## src/pkg/bdc_defs.svh

```systemverilog
`ifndef BDC_DEFS_SVH
`define BDC_DEFS_SVH

// ****************************************
// register offsets
// ****************************************
`define BDC_CTRL_OFS 8'hA3
`define BDC_LPF_OFS 8'hAB
`define BDC_UNLOCK_OFS 8'hC7

// ****************************************
// field positions
// ****************************************
`define BDC_EN_BIT 7
`define BDC_THR_HI 6
`define BDC_THR_LO 4
`define BDC_EVT_BIT 3
`define BDC_RSTEN_BIT 2
`define BDC_RFLAG_BIT 1
`define BDC_LOW_BIT 0
`define BDC_LP_HI 2
`define BDC_LP_LO 1
`define BDC_FLT_BIT 0

// ****************************************
// reset values and unlock keys
// ****************************************
`define BDC_CTRL_RST 8'h00
`define BDC_FLT_RST 1'b0
`define BDC_LP_RST 2'h0
`define BDC_KEY1 8'hAA
`define BDC_KEY2 8'h55

// ****************************************
// timing counts
// ****************************************
`define BDC_SETTLE_TICKS 2'h3
`define BDC_LOAD_CYCLES 3'h4
`define BDC_UNLOCK_CYCLES 3'h4
`define BDC_FLT_SYS_CLKS 6'h20
`define BDC_FLT_LSO_CLKS 6'h02
`define BDC_LP1_TICKS 9'h010
`define BDC_LP2_TICKS 9'h040
`define BDC_LP3_TICKS 9'h100

`endif

```

## src/pkg/bdc_pkg.sv

```systemverilog
package bdc_pkg;

    // unlock sequence state, one-hot
    typedef enum logic [2:0]
    {
        BDC_UL_IDLE = 3'b001,
        BDC_UL_KEY1 = 3'b010,
        BDC_UL_OPEN = 3'b100
    } bdc_unlock_e;

    // low-power sampling selection
    typedef enum logic [1:0]
    {
        BDC_LP_CONT = 2'h0,
        BDC_LP_1 = 2'h1,
        BDC_LP_2 = 2'h2,
        BDC_LP_3 = 2'h3
    } bdc_lp_e;

endpackage

```

## src/rtl/bdc_filter.sv

```systemverilog
`include "bdc_defs.svh"

// qualifies the comparator level: a change is taken only once it has held
// for the full count of system clocks or low-speed ticks
module bdc_filter
(
    // clock and reset
    input wire logic clock,
    input wire logic rst_n,
    // control
    input wire logic flt_on,
    input wire logic use_lso,
    input wire logic lso_tick,
    // level in and out
    input wire logic raw_in,
    output logic qual_out
);
    import bdc_pkg::*;

    logic [5:0] cnt_r;
    logic [5:0] cnt_nxt;
    logic qual_r;
    logic qual_nxt;
    logic step;
    logic [5:0] limit;

    // the counting clock is the system clock or the low-speed tick
    assign step = use_lso ? lso_tick : 1'b1;
    assign limit = use_lso ? `BDC_FLT_LSO_CLKS : `BDC_FLT_SYS_CLKS; // RULE_11 RULE_12

    // any return to the held level restarts the count, so glitches shorter
    // than the window never get through
    always_comb
    begin
        cnt_nxt = cnt_r;
        qual_nxt = qual_r;
        if (!flt_on)
        begin
            cnt_nxt = 6'h00;
            qual_nxt = raw_in;
        end
        else if (raw_in == qual_r)
        begin
            cnt_nxt = 6'h00;
        end
        else if (step)
        begin
            if (cnt_r + 6'h01 >= limit)
            begin
                cnt_nxt = 6'h00;
                qual_nxt = raw_in;
            end
            else
            begin
                cnt_nxt = cnt_r + 6'h01;
            end
        end
    end

    always_ff @(posedge clock or negedge rst_n)
    begin
        if (!rst_n)
        begin
            cnt_r <= 6'h00;
            qual_r <= 1'b0;
        end
        else
        begin
            cnt_r <= cnt_nxt;
            qual_r <= qual_nxt;
        end
    end

    assign qual_out = qual_r;

endmodule // bdc_filter

```

## src/rtl/bdc_top.sv

```systemverilog
// Functional notes
// RULE_01: after enable rises, ignore the comparator for two to three slow-oscillator periods.
// RULE_02: threshold field bits 6:4 codes 11/10/01/00 map 2.2/2.7/3.7/4.4V, driven out.
// RULE_03: event flag bit 3 set on any threshold crossing, falling or rising.
// RULE_04: interrupt request while flag set and both interrupt enables are one.
// RULE_05: reset-enable bit 2 one issues system reset on supply low; zero none.
// RULE_06: reset flag bit 1 set by hardware on brown-out reset; software clears.
// RULE_07: status bit 0 reads one only when enabled and supply below threshold.
// RULE_08: every reset loads enable, threshold and reset-enable from configuration bits.
// RULE_09: event flag resets to one only for enable=1, reset-enable=0, supply low.
// RULE_10: low-power field selects continuous or 1.6/6.4/25.6 ms periodic sensing.
// RULE_11: filter on, continuous, fast system clock: qualify over 32 system clocks.
// RULE_12: other filtered setups qualify over 2 slow-oscillator clocks.
// RULE_13: in power-down always filter over 2 slow-oscillator clocks.
// RULE_14: filter bit 0 enables the filter; zero after power-on reset.
// RULE_15: filter off, low-power 1/2/3: shortest pulse 16/64/256 slow periods.
// RULE_16: filter on, low-power 1/2/3: shortest pulse 18/66/258 slow periods.
// RULE_17: both control registers accept writes only through timed-access unlock.
// RULE_18: a cleared flag stays clear until a new crossing.
// RULE_19: reset flag survives every reset except power-on.
// RULE_20: comparator output passes a two-stage synchroniser before use.
// RULE_21: two unlock keys in order open a short window; other writes ignored.
//
// Our own choice: strobed register access.
`include "bdc_defs.svh"

module bdc_top
(
    // clock and resets
    input wire logic clock,
    input wire logic rst_n,
    input wire logic por_n,
    // register port
    input wire logic [7:0] reg_addr,
    input wire logic [7:0] reg_wdata,
    input wire logic reg_wr,
    input wire logic reg_rd,
    output logic [7:0] reg_rdata,
    // configuration and system state
    input wire logic [7:0] nonvolatile_config_byte,
    input wire logic cpu_power_down,
    input wire logic sysclk_is_low_speed_osc,
    input wire logic brownout_irq_enable,
    input wire logic global_irq_enable,
    // slow oscillator and analog comparator
    input wire logic low_speed_osc,
    input wire logic cmp_below_async,
    output logic [1:0] threshold_code,
    output logic cmp_power_on,
    // requests to the system
    output logic irq_req,
    output logic sys_reset_req
);
    import bdc_pkg::*;

    // ****************************************
    // helper functions
    // ****************************************

    // sensing period in slow ticks for each low-power selection
    function automatic logic [8:0] lp_period(input logic [1:0] sel);
        case (sel)
            BDC_LP_1: lp_period = `BDC_LP1_TICKS;
            BDC_LP_2: lp_period = `BDC_LP2_TICKS;
            BDC_LP_3: lp_period = `BDC_LP3_TICKS;
            default: lp_period = 9'h001;
        endcase
    endfunction

    // ****************************************
    // declarations
    // ****************************************
    logic [1:0] lso_sync_r;
    logic lso_prev_r;
    logic lso_tick;
    logic [1:0] cmp_sync_r;
    logic cmp_sync;

    logic [2:0] load_cnt_r;
    logic load_ctrl;
    logic load_evt;
    logic loading;

    logic detect_enable_r;
    logic [2:0] threshold_select_r;
    logic event_flag_r;
    logic event_flag_nxt;
    logic reset_enable_bit_r;
    logic brownout_reset_flag_r;
    logic brownout_reset_flag_nxt;
    logic [1:0] low_power_sense_select_r;
    logic noise_filter_enable_r;

    bdc_unlock_e ul_state_r;
    bdc_unlock_e ul_state_nxt;
    logic [2:0] ul_cnt_r;
    logic [2:0] ul_cnt_nxt;
    logic ul_open;

    logic en_prev_r;
    logic [1:0] settle_cnt_r;
    logic settled;

    logic [8:0] lp_cnt_r;
    logic [8:0] lp_last;
    logic lp_mode;
    logic lp_slot;
    logic sampled_r;
    logic raw_level;
    logic flt_on;
    logic flt_use_lso;
    logic filtered;

    logic supply_low_status;
    logic low_prev_r;
    logic crossing;

    logic hit_ctrl;
    logic hit_lpf;
    logic hit_unlock;
    logic wr_ctrl;
    logic wr_lpf;
    logic [7:0] ctrl_view;
    logic [7:0] lpf_view;
    logic [7:0] rd_mux;

    // ****************************************
    // synchronisers
    // ****************************************

    // first stages feed only second stages; edge detect uses the second
    always_ff @(posedge clock or negedge rst_n)
    begin
        if (!rst_n)
        begin
            lso_sync_r <= 2'h0;
            lso_prev_r <= 1'b0;
            cmp_sync_r <= 2'h0;
        end
        else
        begin
            lso_sync_r <= {lso_sync_r[0], low_speed_osc};
            lso_prev_r <= lso_sync_r[1];
            cmp_sync_r <= {cmp_sync_r[0], cmp_below_async}; // RULE_20
        end
    end

    assign lso_tick = lso_sync_r[1] & ~lso_prev_r;
    assign cmp_sync = cmp_sync_r[1]; // RULE_20

    // ****************************************
    // configuration load after reset
    // ****************************************

    // the last load cycle waits for the comparator synchroniser to settle
    always_ff @(posedge clock or negedge rst_n)
    begin
        if (!rst_n)
        begin
            load_cnt_r <= `BDC_LOAD_CYCLES;
        end
        else if (load_cnt_r != 3'h0)
        begin
            load_cnt_r <= load_cnt_r - 3'h1;
        end
    end

    // the comparator powers up only once the enable is loaded, so the flag
    // load waits two more edges for a powered level through the synchroniser
    assign loading = (load_cnt_r != 3'h0);
    assign load_ctrl = (load_cnt_r == `BDC_LOAD_CYCLES);
    assign load_evt = (load_cnt_r == 3'h1);

    // ****************************************
    // register decode
    // ****************************************
    assign hit_ctrl = (reg_addr == `BDC_CTRL_OFS);
    assign hit_lpf = (reg_addr == `BDC_LPF_OFS);
    assign hit_unlock = (reg_addr == `BDC_UNLOCK_OFS);
    assign wr_ctrl = reg_wr & hit_ctrl & ul_open & ~loading; // RULE_17
    assign wr_lpf = reg_wr & hit_lpf & ul_open; // RULE_17

    // ****************************************
    // timed-access unlock
    // ****************************************

    // any write to a protected register spends the window, so each write
    // needs its own unlock pair
    assign ul_open = (ul_state_r == BDC_UL_OPEN); // RULE_21

    always_comb
    begin
        ul_state_nxt = ul_state_r;
        ul_cnt_nxt = ul_cnt_r;
        case (ul_state_r)
            BDC_UL_IDLE:
            begin
                if (reg_wr & hit_unlock & (reg_wdata == `BDC_KEY1))
                begin
                    ul_state_nxt = BDC_UL_KEY1;
                end
            end
            BDC_UL_KEY1:
            begin
                if (reg_wr)
                begin
                    if (hit_unlock & (reg_wdata == `BDC_KEY2)) // RULE_21
                    begin
                        ul_state_nxt = BDC_UL_OPEN;
                        ul_cnt_nxt = `BDC_UNLOCK_CYCLES;
                    end
                    else
                    begin
                        ul_state_nxt = BDC_UL_IDLE;
                    end
                end
            end
            BDC_UL_OPEN:
            begin
                ul_cnt_nxt = ul_cnt_r - 3'h1;
                if (reg_wr | (ul_cnt_r == 3'h1)) // RULE_21
                begin
                    ul_state_nxt = BDC_UL_IDLE;
                end
            end
            default:
            begin
                ul_state_nxt = BDC_UL_IDLE;
            end
        endcase
    end

    always_ff @(posedge clock or negedge rst_n)
    begin
        if (!rst_n)
        begin
            ul_state_r <= BDC_UL_IDLE;
            ul_cnt_r <= 3'h0;
        end
        else
        begin
            ul_state_r <= ul_state_nxt;
            ul_cnt_r <= ul_cnt_nxt;
        end
    end

    // ****************************************
    // control fields
    // ****************************************

    // system-reset domain: enable, threshold and reset-enable reloaded from configuration after every reset, low-power select cleared
    always_ff @(posedge clock or negedge rst_n)
    begin
        if (!rst_n)
        begin
            detect_enable_r <= 1'b0;
            threshold_select_r <= 3'h0;
            reset_enable_bit_r <= 1'b0;
            low_power_sense_select_r <= `BDC_LP_RST;
        end
        else if (load_ctrl)
        begin
            detect_enable_r <= nonvolatile_config_byte[`BDC_EN_BIT]; // RULE_08
            threshold_select_r <= nonvolatile_config_byte[`BDC_THR_HI:`BDC_THR_LO]; // RULE_08
            reset_enable_bit_r <= nonvolatile_config_byte[`BDC_RSTEN_BIT]; // RULE_08
        end
        else
        begin
            if (wr_ctrl)
            begin
                detect_enable_r <= reg_wdata[`BDC_EN_BIT];
                threshold_select_r <= reg_wdata[`BDC_THR_HI:`BDC_THR_LO];
                reset_enable_bit_r <= reg_wdata[`BDC_RSTEN_BIT];
            end
            if (wr_lpf)
            begin
                low_power_sense_select_r <= reg_wdata[`BDC_LP_HI:`BDC_LP_LO]; // RULE_10
            end
        end
    end

    // event flag: hardware set wins over a software clear in the same cycle
    always_comb
    begin
        event_flag_nxt = event_flag_r;
        if (load_evt)
        begin
            event_flag_nxt = nonvolatile_config_byte[`BDC_EN_BIT]
                & ~nonvolatile_config_byte[`BDC_RSTEN_BIT] & cmp_sync; // RULE_09
        end
        else if (crossing)
        begin
            event_flag_nxt = 1'b1; // RULE_03
        end
        else if (wr_ctrl)
        begin
            event_flag_nxt = reg_wdata[`BDC_EVT_BIT];
        end
    end

    always_ff @(posedge clock or negedge rst_n)
    begin
        if (!rst_n)
        begin
            event_flag_r <= 1'b0; // RULE_09
        end
        else
        begin
            event_flag_r <= event_flag_nxt;
        end
    end

    // power-on domain: the cause flag and filter bit survive other resets
    always_comb
    begin
        brownout_reset_flag_nxt = brownout_reset_flag_r;
        if (sys_reset_req)
        begin
            brownout_reset_flag_nxt = 1'b1; // RULE_06
        end
        else if (wr_ctrl)
        begin
            brownout_reset_flag_nxt = reg_wdata[`BDC_RFLAG_BIT];
        end
    end

    always_ff @(posedge clock or negedge por_n)
    begin
        if (!por_n)
        begin
            brownout_reset_flag_r <= 1'b0; // RULE_19
            noise_filter_enable_r <= `BDC_FLT_RST; // RULE_14
        end
        else
        begin
            brownout_reset_flag_r <= brownout_reset_flag_nxt; // RULE_19
            if (wr_lpf)
            begin
                noise_filter_enable_r <= reg_wdata[`BDC_FLT_BIT]; // RULE_14
            end
        end
    end

    // ****************************************
    // enable settling
    // ****************************************

    // counting three slow ticks from an unaligned start gives two to three
    // periods of blanking
    always_ff @(posedge clock or negedge rst_n)
    begin
        if (!rst_n)
        begin
            en_prev_r <= 1'b0;
            settle_cnt_r <= 2'h0;
        end
        else
        begin
            en_prev_r <= detect_enable_r;
            if (detect_enable_r & ~en_prev_r)
            begin
                settle_cnt_r <= `BDC_SETTLE_TICKS; // RULE_01
            end
            else if (lso_tick & (settle_cnt_r != 2'h0))
            begin
                settle_cnt_r <= settle_cnt_r - 2'h1; // RULE_01
            end
        end
    end

    assign settled = (settle_cnt_r == 2'h0) & ~(detect_enable_r & ~en_prev_r);

    // ****************************************
    // low-power periodic sensing
    // ****************************************
    assign lp_mode = (low_power_sense_select_r != BDC_LP_CONT);
    assign lp_last = lp_period(low_power_sense_select_r) - 9'h001;
    assign lp_slot = (lp_cnt_r == lp_last);

    // the comparator is powered for one slow tick per period and its level
    // is latched at the end of that tick
    always_ff @(posedge clock or negedge rst_n)
    begin
        if (!rst_n)
        begin
            lp_cnt_r <= 9'h000;
            sampled_r <= 1'b0;
        end
        else if (!lp_mode | !detect_enable_r)
        begin
            lp_cnt_r <= 9'h000;
            sampled_r <= 1'b0;
        end
        else if (lso_tick)
        begin
            lp_cnt_r <= lp_slot ? 9'h000 : lp_cnt_r + 9'h001; // RULE_10
            if (lp_slot)
            begin
                sampled_r <= cmp_sync; // RULE_15
            end
        end
    end

    assign cmp_power_on = detect_enable_r & (~lp_mode | lp_slot); // RULE_10
    assign raw_level = lp_mode ? sampled_r : cmp_sync;

    // ****************************************
    // noise filter
    // ****************************************
    assign flt_on = noise_filter_enable_r | cpu_power_down; // RULE_13
    assign flt_use_lso = cpu_power_down | lp_mode | sysclk_is_low_speed_osc; // RULE_12

    // RULE_11 RULE_16 the filter counts 32 system clocks or 2 slow ticks
    bdc_filter u_filter
    (
        .clock(clock),
        .rst_n(rst_n),
        .flt_on(flt_on),
        .use_lso(flt_use_lso),
        .lso_tick(lso_tick),
        .raw_in(raw_level),
        .qual_out(filtered)
    );

    // ****************************************
    // status, events and requests
    // ****************************************
    assign supply_low_status = detect_enable_r & settled & filtered; // RULE_07
    assign crossing = ~loading & (supply_low_status != low_prev_r); // RULE_03 RULE_18

    always_ff @(posedge clock or negedge rst_n)
    begin
        if (!rst_n)
        begin
            low_prev_r <= 1'b0;
        end
        else
        begin
            low_prev_r <= supply_low_status;
        end
    end

    assign irq_req = event_flag_r & brownout_irq_enable & global_irq_enable; // RULE_04
    assign sys_reset_req = reset_enable_bit_r & supply_low_status; // RULE_05
    assign threshold_code = threshold_select_r[1:0]; // RULE_02

    // ****************************************
    // read path
    // ****************************************
    assign ctrl_view = {detect_enable_r, threshold_select_r, event_flag_r,
        reset_enable_bit_r, brownout_reset_flag_r, supply_low_status};
    assign lpf_view = {5'h00, low_power_sense_select_r, noise_filter_enable_r};
    assign rd_mux = hit_ctrl ? ctrl_view : (hit_lpf ? lpf_view : 8'h00);

    // read data stands only in the cycle after the strobe
    always_ff @(posedge clock or negedge rst_n)
    begin
        if (!rst_n)
        begin
            reg_rdata <= 8'h00;
        end
        else
        begin
            reg_rdata <= reg_rd ? rd_mux : 8'h00;
        end
    end

endmodule // bdc_top

```

## config.mk

```make
export PLATFORM = sky130hd
export DESIGN_NAME = bdc_top
export DESIGN_NICKNAME = d
export VERILOG_FILES = /design/src/pkg/bdc_pkg.sv /design/src/rtl/bdc_filter.sv /design/src/rtl/bdc_top.sv
export VERILOG_INCLUDE_DIRS = /design/src /design/src/pkg
export SDC_FILE = /design/constraint.sdc
export NUM_CORES = 1
export LEC_CHECK = 0
export BUFFER_PORTS_ARGS = -buffer_cell sky130_fd_sc_hd__buf_2
export CORE_AREA = 2 2 70 88
export DETAILED_ROUTE_END_ITERATION = 16
export DIE_AREA = 0 0 72 90
export GPL_TIMING_DRIVEN = 0
export PLACE_DENSITY = 0.74
export SYNTH_ARGS = -nofsm -noshare
export SYNTH_HDL_FRONTEND = slang
export SYNTH_SLANG_ARGS = --single-unit
export TNS_END_PERCENT = 50
```

## constraint.sdc

```tcl
create_clock -name clock -period 2.6 [get_ports clock]
set_input_delay 0.26 -clock clock [delete_from_list [all_inputs] [get_ports clock]]
set_output_delay 0.26 -clock clock [all_outputs]
set_load 0.05 [all_outputs]
```

==> results of run 1 <==
==> sequential cells by signal, summed over array words and instances (netlist names), 3 cells and up <==
| name | count |
|---|---|
| load_cnt_r | 3 |
| ul_state_r | 3 |
| lp_cnt_r | 9 |
| ul_cnt_r | 3 |
| threshold_select_r | 3 |
| u_filter.cnt_r | 6 |
| reg_rdata | 8 |
==> metal layers <==
metal | up-vias | track usage | share of wire
li1 | 1061 | - | -
met1 | 1057 | 0.253 | 0.45
met2 | 54 | 0.299 | 0.49
met3 | 7 | 0.0269 | 0.039
met4 | 0 | 0.0645 | 0.018
met5 | - | 0 | 0
==> worst max-delay path by stage <==
stage | to | depth (start not counted)
after floorplan | u_filter.cnt_r[0] | 8
after global placement | u_filter.cnt_r[0] | 8
after detailed placement | u_filter.cnt_r[0] | 8
after CTS | u_filter.qual_out | 7
after global routing | u_filter.cnt_r[0] | 7
final | u_filter.cnt_r[0] | 7
==> logic make-up (layout without fill, tap and decap cells) <==
group,count (synthesis),in the layout,share of synthesized area
adders and majority gates,11,11,0.0502
DFF,53,53,0.484
and+or+nand+nor,104,104,0.211
buffers and inverters,20,78,0.0306
muxes,8,8,0.0306
AOI/OAI and AO/OA,53,53,0.139
xor gates and xnor gates,17,17,0.0543
==> layout make-up <==
type / instances / area share
clock inverters: 1 / 0.00155
inverters: 11 / 0.0128
flip-flops and latches: 53 / 0.412
plain buffers: 8 / 0.0120
repair buffers: 51 / 0.0871
clock buffers: 7 / 0.0298
multi-input cells: 193 / 0.419
well taps: 66 / 0.0256
==> report_power, final <==
part / leakage, nW / internal (mW) / total (mW) / switching, mW
registers: 0.672 / 0.853 / 0.872 / 0.0194
clock network: 0.0542 / 0.241 / 0.506 / 0.265
logic: 0.799 / 0.0732 / 0.166 / 0.0929
==> critical path: cells and delay by family, from the launching register on <==
| family | cells | cell delay, ns |
|---|---|---|
| adders and majority gates | 1 | 0.31 |
| and+or+nand+nor | 4 | 1.24 |
| DFF | 1 | 0.45 |
| AOI/OAI and AO/OA | 2 | 0.44 |
==> cells in the mapped netlist (3+ instances only) <==
cell type   n  area share
clkbuf_1    5      0.0068
xor2_1      6       0.019
nand3_1     5      0.0091
mux2i_1     5       0.018
a22o_1      3      0.0096
and2_1      7       0.016
o21ai_0     7       0.013
nand3b_1    3      0.0082
mux2_2      3       0.012
or2_2       5       0.011
xnor2_1    11       0.035
nor3_1      4      0.0073
nand4b_1    4       0.013
o21a_1      6       0.016
o22a_1      4       0.013
nand4_1     3      0.0068
or4_1       3      0.0082
o21ai_1     3      0.0055
and3_1      5       0.011
nand2_1    23       0.031
a21oi_1    12       0.022
inv_1      11       0.015
nor2_1     23       0.031
a211o_1     3      0.0096
nand2b_1    6       0.014
dfrtp_1    51        0.47
ha_1       11       0.050
==> per-stage QoR <==
step | total power, mW | cells | utilization | instance area [sq um] | setup TNS, ns
finish | 1.54 | 390 | 0.567 | 3230 | 0
floorplan | 0.975 | 266 | - | 2740 | 0
CTS | 1.56 | 384 | 0.556 | 3170 | 0
detailed placement | 1.04 | 376 | 0.534 | 3050 | -0.378
global route | 1.61 | 390 | 0.567 | 3230 | 0
global placement | 1.04 | 376 | 0.534 | 3050 | -0.259
==> repair_timing <==
| action | CTS | global route |
|---|---|---|
| buffers inserted | 0 | 6 |
| hold buffers | 1 | 0 |
| resized for setup | 4 | 6 |
| setup endpoints to repair | 4 | 3 |
| endpoints found under the hold margin | 2 | 0 |
| pin swaps | 1 | 2 |
==> run metrics, run 1 <==
IO buf count=44; fraction of layout cells with a size suffix above 1=0.247; area of the multi-input gates=1350 sq um; syn nets=312; Critical Path Start Type=flip-flop; worst-case hold path end point=lso_sync_r[0]; die height=90 um; most frequent cells in the layout=dfrtp_1 (49), buf_2 (44), nand2_1 (23), nor2_1 (23), a21oi_1 (12); slowest stage delay, CP=approximately 0.56 ns; Die X=72 um; initial antenna violation count=0; Syn-to-layout area delta=17.8%; post-detail-place hpwl=4050 um; Post-synth EDFFs=0; pin count of the biggest net entering global routing=52; slowest CP cell=or4_4; period utilisation layout=0.962; Reg clk slew, reported paths=0.10 ns; drt via density=5.59; FF-to-FF Start=low_power_sense_select_r[1]; pre-CTS setup slack=-0.288 ns; worst path cell trace=or4_4 -> ha_1 -> nand2_1 -> nand3_1 -> o31ai_4 -> or4b_1 -> a21oi_1; drt initial violations=207; Async S/R FF share, synth=1.00; GRT overflow=0; synth warn=0; Num CTS Buffers=5; Tightest Hold Check Type=primary input to flip-flop; H-tree levels=2; RSZ-0062 raised after global routing=false; run status=completed; FF+latch area=roughly 1300 sq um; CTS tree=yes; Clock Tree Buf Depth=2; Max-Cap Viols=0; top_reg_cell synth=dfrtp_1; Power Density=approximately 480 nW/um^2; hold slack=about 0.05 ns; die area=6480 sq um; Leak=1.53 nW; vias in the first global route=roughly 2100; maximum VDD drop=roughly 0.37 mV; via count=between 2000 and 2500; WHS Path Cells=1; root buffer cell=clkbuf_8; Avg WL per Cell=approximately 14 um; first-pass GRT wire length=approximately 9700 um; Critical Path AT=roughly 2.7 ns; fill count=between 400 and 500; Setup WS post-layout=about 0.1 ns; Worst R2R Setup Slack=0.1 ns; Post-DRT Antenna Nets=0; Crit. End Element=flip-flop; fin. max-slew vios=0; crit path max fanout=6; Reg2Reg Depth=7; skew final=0.00969 ns; sequential-to-total area share from yosys stat=0.484; Post-Syn Area=roughly 2700 sq um; clock period minus final worst setup slack=between 2 and 3 ns; Critical path origin=low_power_sense_select_r[1]; # nets final=roughly 370; drc violations=0; Worst Max-Slew Pin Slew=1.09 ns; Yosys reg bits=53; CORE AREA=around 5700 sq um; normalized max-slew margin=0.271; Yosys cell types=55; setup violators final=0; hold path start=low_speed_osc; crit path kind=flip-flop to flip-flop; final wirelength=roughly 5600 um; Mapped Cells=266; GPL Wtd Cong=0.854; Rows=31; Total GRT Usage=0.185; final antenna diode count=0; final hold violation count=0; Worst-Skew Late Latency=around 0.31 ns; Ports=between 40 and 50; WP data required=2.83 ns; Fmax achieved=400 MHz; starting density of the core=0.481; Pre-Repair DR Iteration Count=4; Mapped Avg Cell Area=roughly 10 sq um; clock sinks=53; Critical R2R Capture=u_filter.cnt_r[0]; commonest non-fill, non-tap cell in the layout=dfrtp_1
Power figures use the tool's default switching activity.
==> run 2: changes to the inputs <==
Settings changed: BUFFER_PORTS_ARGS -buffer_cell sky130_fd_sc_hd__buf_2 to unset, CORE_AREA 2 2 70 88 to 2 2 67 84, DIE_AREA 0 0 72 90 to 0 0 69 86, DONT_BUFFER_PORTS set to 1, PLACE_DENSITY 0.74 to 0.71.
==> run metrics, run 2 (same netlist as run 1, synthesis figures left out) <==
run status=completed; internal power=1.11 mW (-5.1%); Rows=29 (-6.5%); initial antenna violation count=0 (unchanged); Largest register FFs=9 (unchanged); drt via density=5.91 (+5.7%); Num CTS Buffers=5 (unchanged); CORE AREA=5080 sq um (-11%); Syn-to-layout area delta=10.4%; via count=2020 (-7.3%); skew final=0.00620 ns (-0.00349 ns); clock sinks=53 (unchanged); die area=5930 sq um (-8.4%); clock period minus final worst setup slack=2.54 ns (+0.0415 ns); Fmax achieved=393 MHz (-1.6%); root buffer cell=clkbuf_8; Leak=1.33 nW (-13%); Worst-Skew Late Latency=0.30 ns (about the same); fill count=443 (-11%); Post-DRT Antenna Nets=0 (unchanged); IO buf count=0 (-100%); Clock Power Share=0.302 (-0.026); first-pass GRT wire length=9390 um (-2.9%); fin. max-slew vios=0 (unchanged); final hold violation count=0 (unchanged); switching power=0.347 mW (-8.0%); Reg clk slew, reported paths=0.09 ns (about the same); post-detail-place hpwl=3950 um (-2.4%); crit path max fanout=9 (+3); Power Density=480 nW/um^2 (+0.50%); vias in the first global route=2028 (-3.4%); H-tree levels=2 (unchanged); combinational power share=0.098 (-0.010); Pre-Repair DR Iteration Count=4 (unchanged); most frequent cells in the layout=dfrtp_1 (49), nand2_1 (23), nor2_1 (23); sequential share of power=0.600 (+0.035); GPL Wtd Cong=0.806 (-5.6%); Avg WL per Cell=15.7 um (+10%); WP data required=2.84 ns (about the same); final wirelength=5360 um (-3.5%); Critical Path AT=2.78 ns (+0.05 ns); Total GRT Usage=0.196 (+0.0103); Worst Max-Slew Pin Slew=0.827 ns (-0.266 ns); largest registers=lp_cnt_r: 9 flops, reg_rdata: 8 flops, u_filter.cnt_r: 6 flops; GRT overflow=0 (unchanged); Critical Path Start Type=flip-flop; commonest non-fill, non-tap cell in the layout=dfrtp_1; starting density of the core=0.540 (+0.0589); die height=86 um (-4.4%); Ports=48 (unchanged); pin count of the biggest net entering global routing=52 (unchanged); CTS tree=yes; Max-Cap Viols=0 (unchanged); Crit. End Element=flip-flop; Tightest Hold Check Type=primary input to flip-flop; Final Power=1.45 mW (-5.8%); Sw Ratio=0.238 (-0.00564); Reg2Reg Depth=7 (unchanged); maximum VDD drop=0.268 mV (-27%); normalized max-slew margin=0.444 (+0.173); setup violators final=0 (unchanged); Setup TNS=0 ns (unchanged); fraction of layout cells with a size suffix above 1=0.118 (-0.129); Largest Register=lp_cnt_r; WHS Path Cells=1 (unchanged); Worst R2R Setup Slack=0.06 ns (-0.04 ns); drc violations=0 (unchanged); Clock Tree Buf Depth=2 (unchanged); drt initial violations=98 (-53%); final antenna diode count=0 (unchanged); period utilisation layout=0.978 (+0.0159); Die X=69 um (-4.2%); crit path kind=flip-flop to flip-flop; # nets final=325 (-12%)
==> run 2: worst paths after layout <==
kind,from,to
setup / recovery,low_power_sense_select_r[0],u_filter.cnt_r[0]
hold / removal,reg_wdata[0],noise_filter_enable_r
setup reg to reg,low_power_sense_select_r[0],u_filter.cnt_r[0]
hold reg to reg,cmp_sync_r[0],cmp_sync_r[1]
max in group asynchronous,rst_n,ul_state_r[0]
min in group asynchronous,por_n,noise_filter_enable_r
==> run 2: worst max-delay path: stages (launching register included) <==
cell     delay [ns]
dfrtp_2        0.48
or4_4          0.59
ha_1           0.31
nand2_1        0.07
nand3_1        0.14
o31ai_4        0.28
or4b_1         0.48
a21oi_2        0.14
==> run 2: what timing repair did <==
action                                  in CTS  in global routing
endpoints found under the setup margin       3                  3
setup buffers                                0                  2
endpoints found under the hold margin       55                  0
cloned                                       0                  0
hold buffers                                 5                  0
resized for setup                            5                  7
pin swaps                                    2                  3
==> run 2: layout make-up <==
cell class / instances / area [sq um] / area share
Tap cell: 62 / 77.6 / 0.0256
Clock buffer: 8 / 80.1 / 0.0265
Inverter: 11 / 41.3 / 0.0136
Multi-Input combinational cell: 193 / 1380 / 0.454
Buffer: 8 / 38.8 / 0.0128
Sequential cell: 53 / 1330 / 0.440
Timing Repair Buffer: 7 / 82.6 / 0.0273
==> run 2: per-stage QoR <==
stage / hold WS, ns / instance area [sq um] / utilization / worst slack [ns] / cells
2_1_floorplan: -0.0356 / 2740 / - / 0.0527 / 266
3_3_place_gp: -0.0355 / 2820 / 0.555 / -0.245 / 328
3_5_place_dp: -0.0355 / 2820 / 0.555 / -0.259 / 328
4_1_cts: 0.0947 / 2990 / 0.589 / 0.0191 / 340
5_1_grt: 0.0937 / 3030 / 0.596 / -0.00676 / 342
6_report: 0.107 / 3030 / 0.596 / 0.0585 / 342
==> run 2: per-layer routing <==
| metal | GRT usage | part of all wire | wire length, um | up-vias |
|---|---|---|---|---|
| li1 | - | - | - | 978 |
| met2 | 0.324 | 0.48 | 2550 | 49 |
| met1 | 0.251 | 0.45 | 2410 | 984 |
| met5 | 0 | 0 | 0 | - |
| met3 | 0.0470 | 0.055 | 294 | 9 |
| met4 | 0.0695 | 0.020 | 106 | 0 |
==> run 2: power by group through the flow <==
stage / combinational (mW) / clock [mW] / sequential (mW)
global route: 0.161 / 0.489 / 0.878
finish: 0.142 / 0.439 / 0.873
detailed placement: 0.107 / 0 / 0.889
floorplan: 0.0917 / 0 / 0.883
global placement: 0.103 / 0 / 0.887
CTS: 0.138 / 0.467 / 0.873
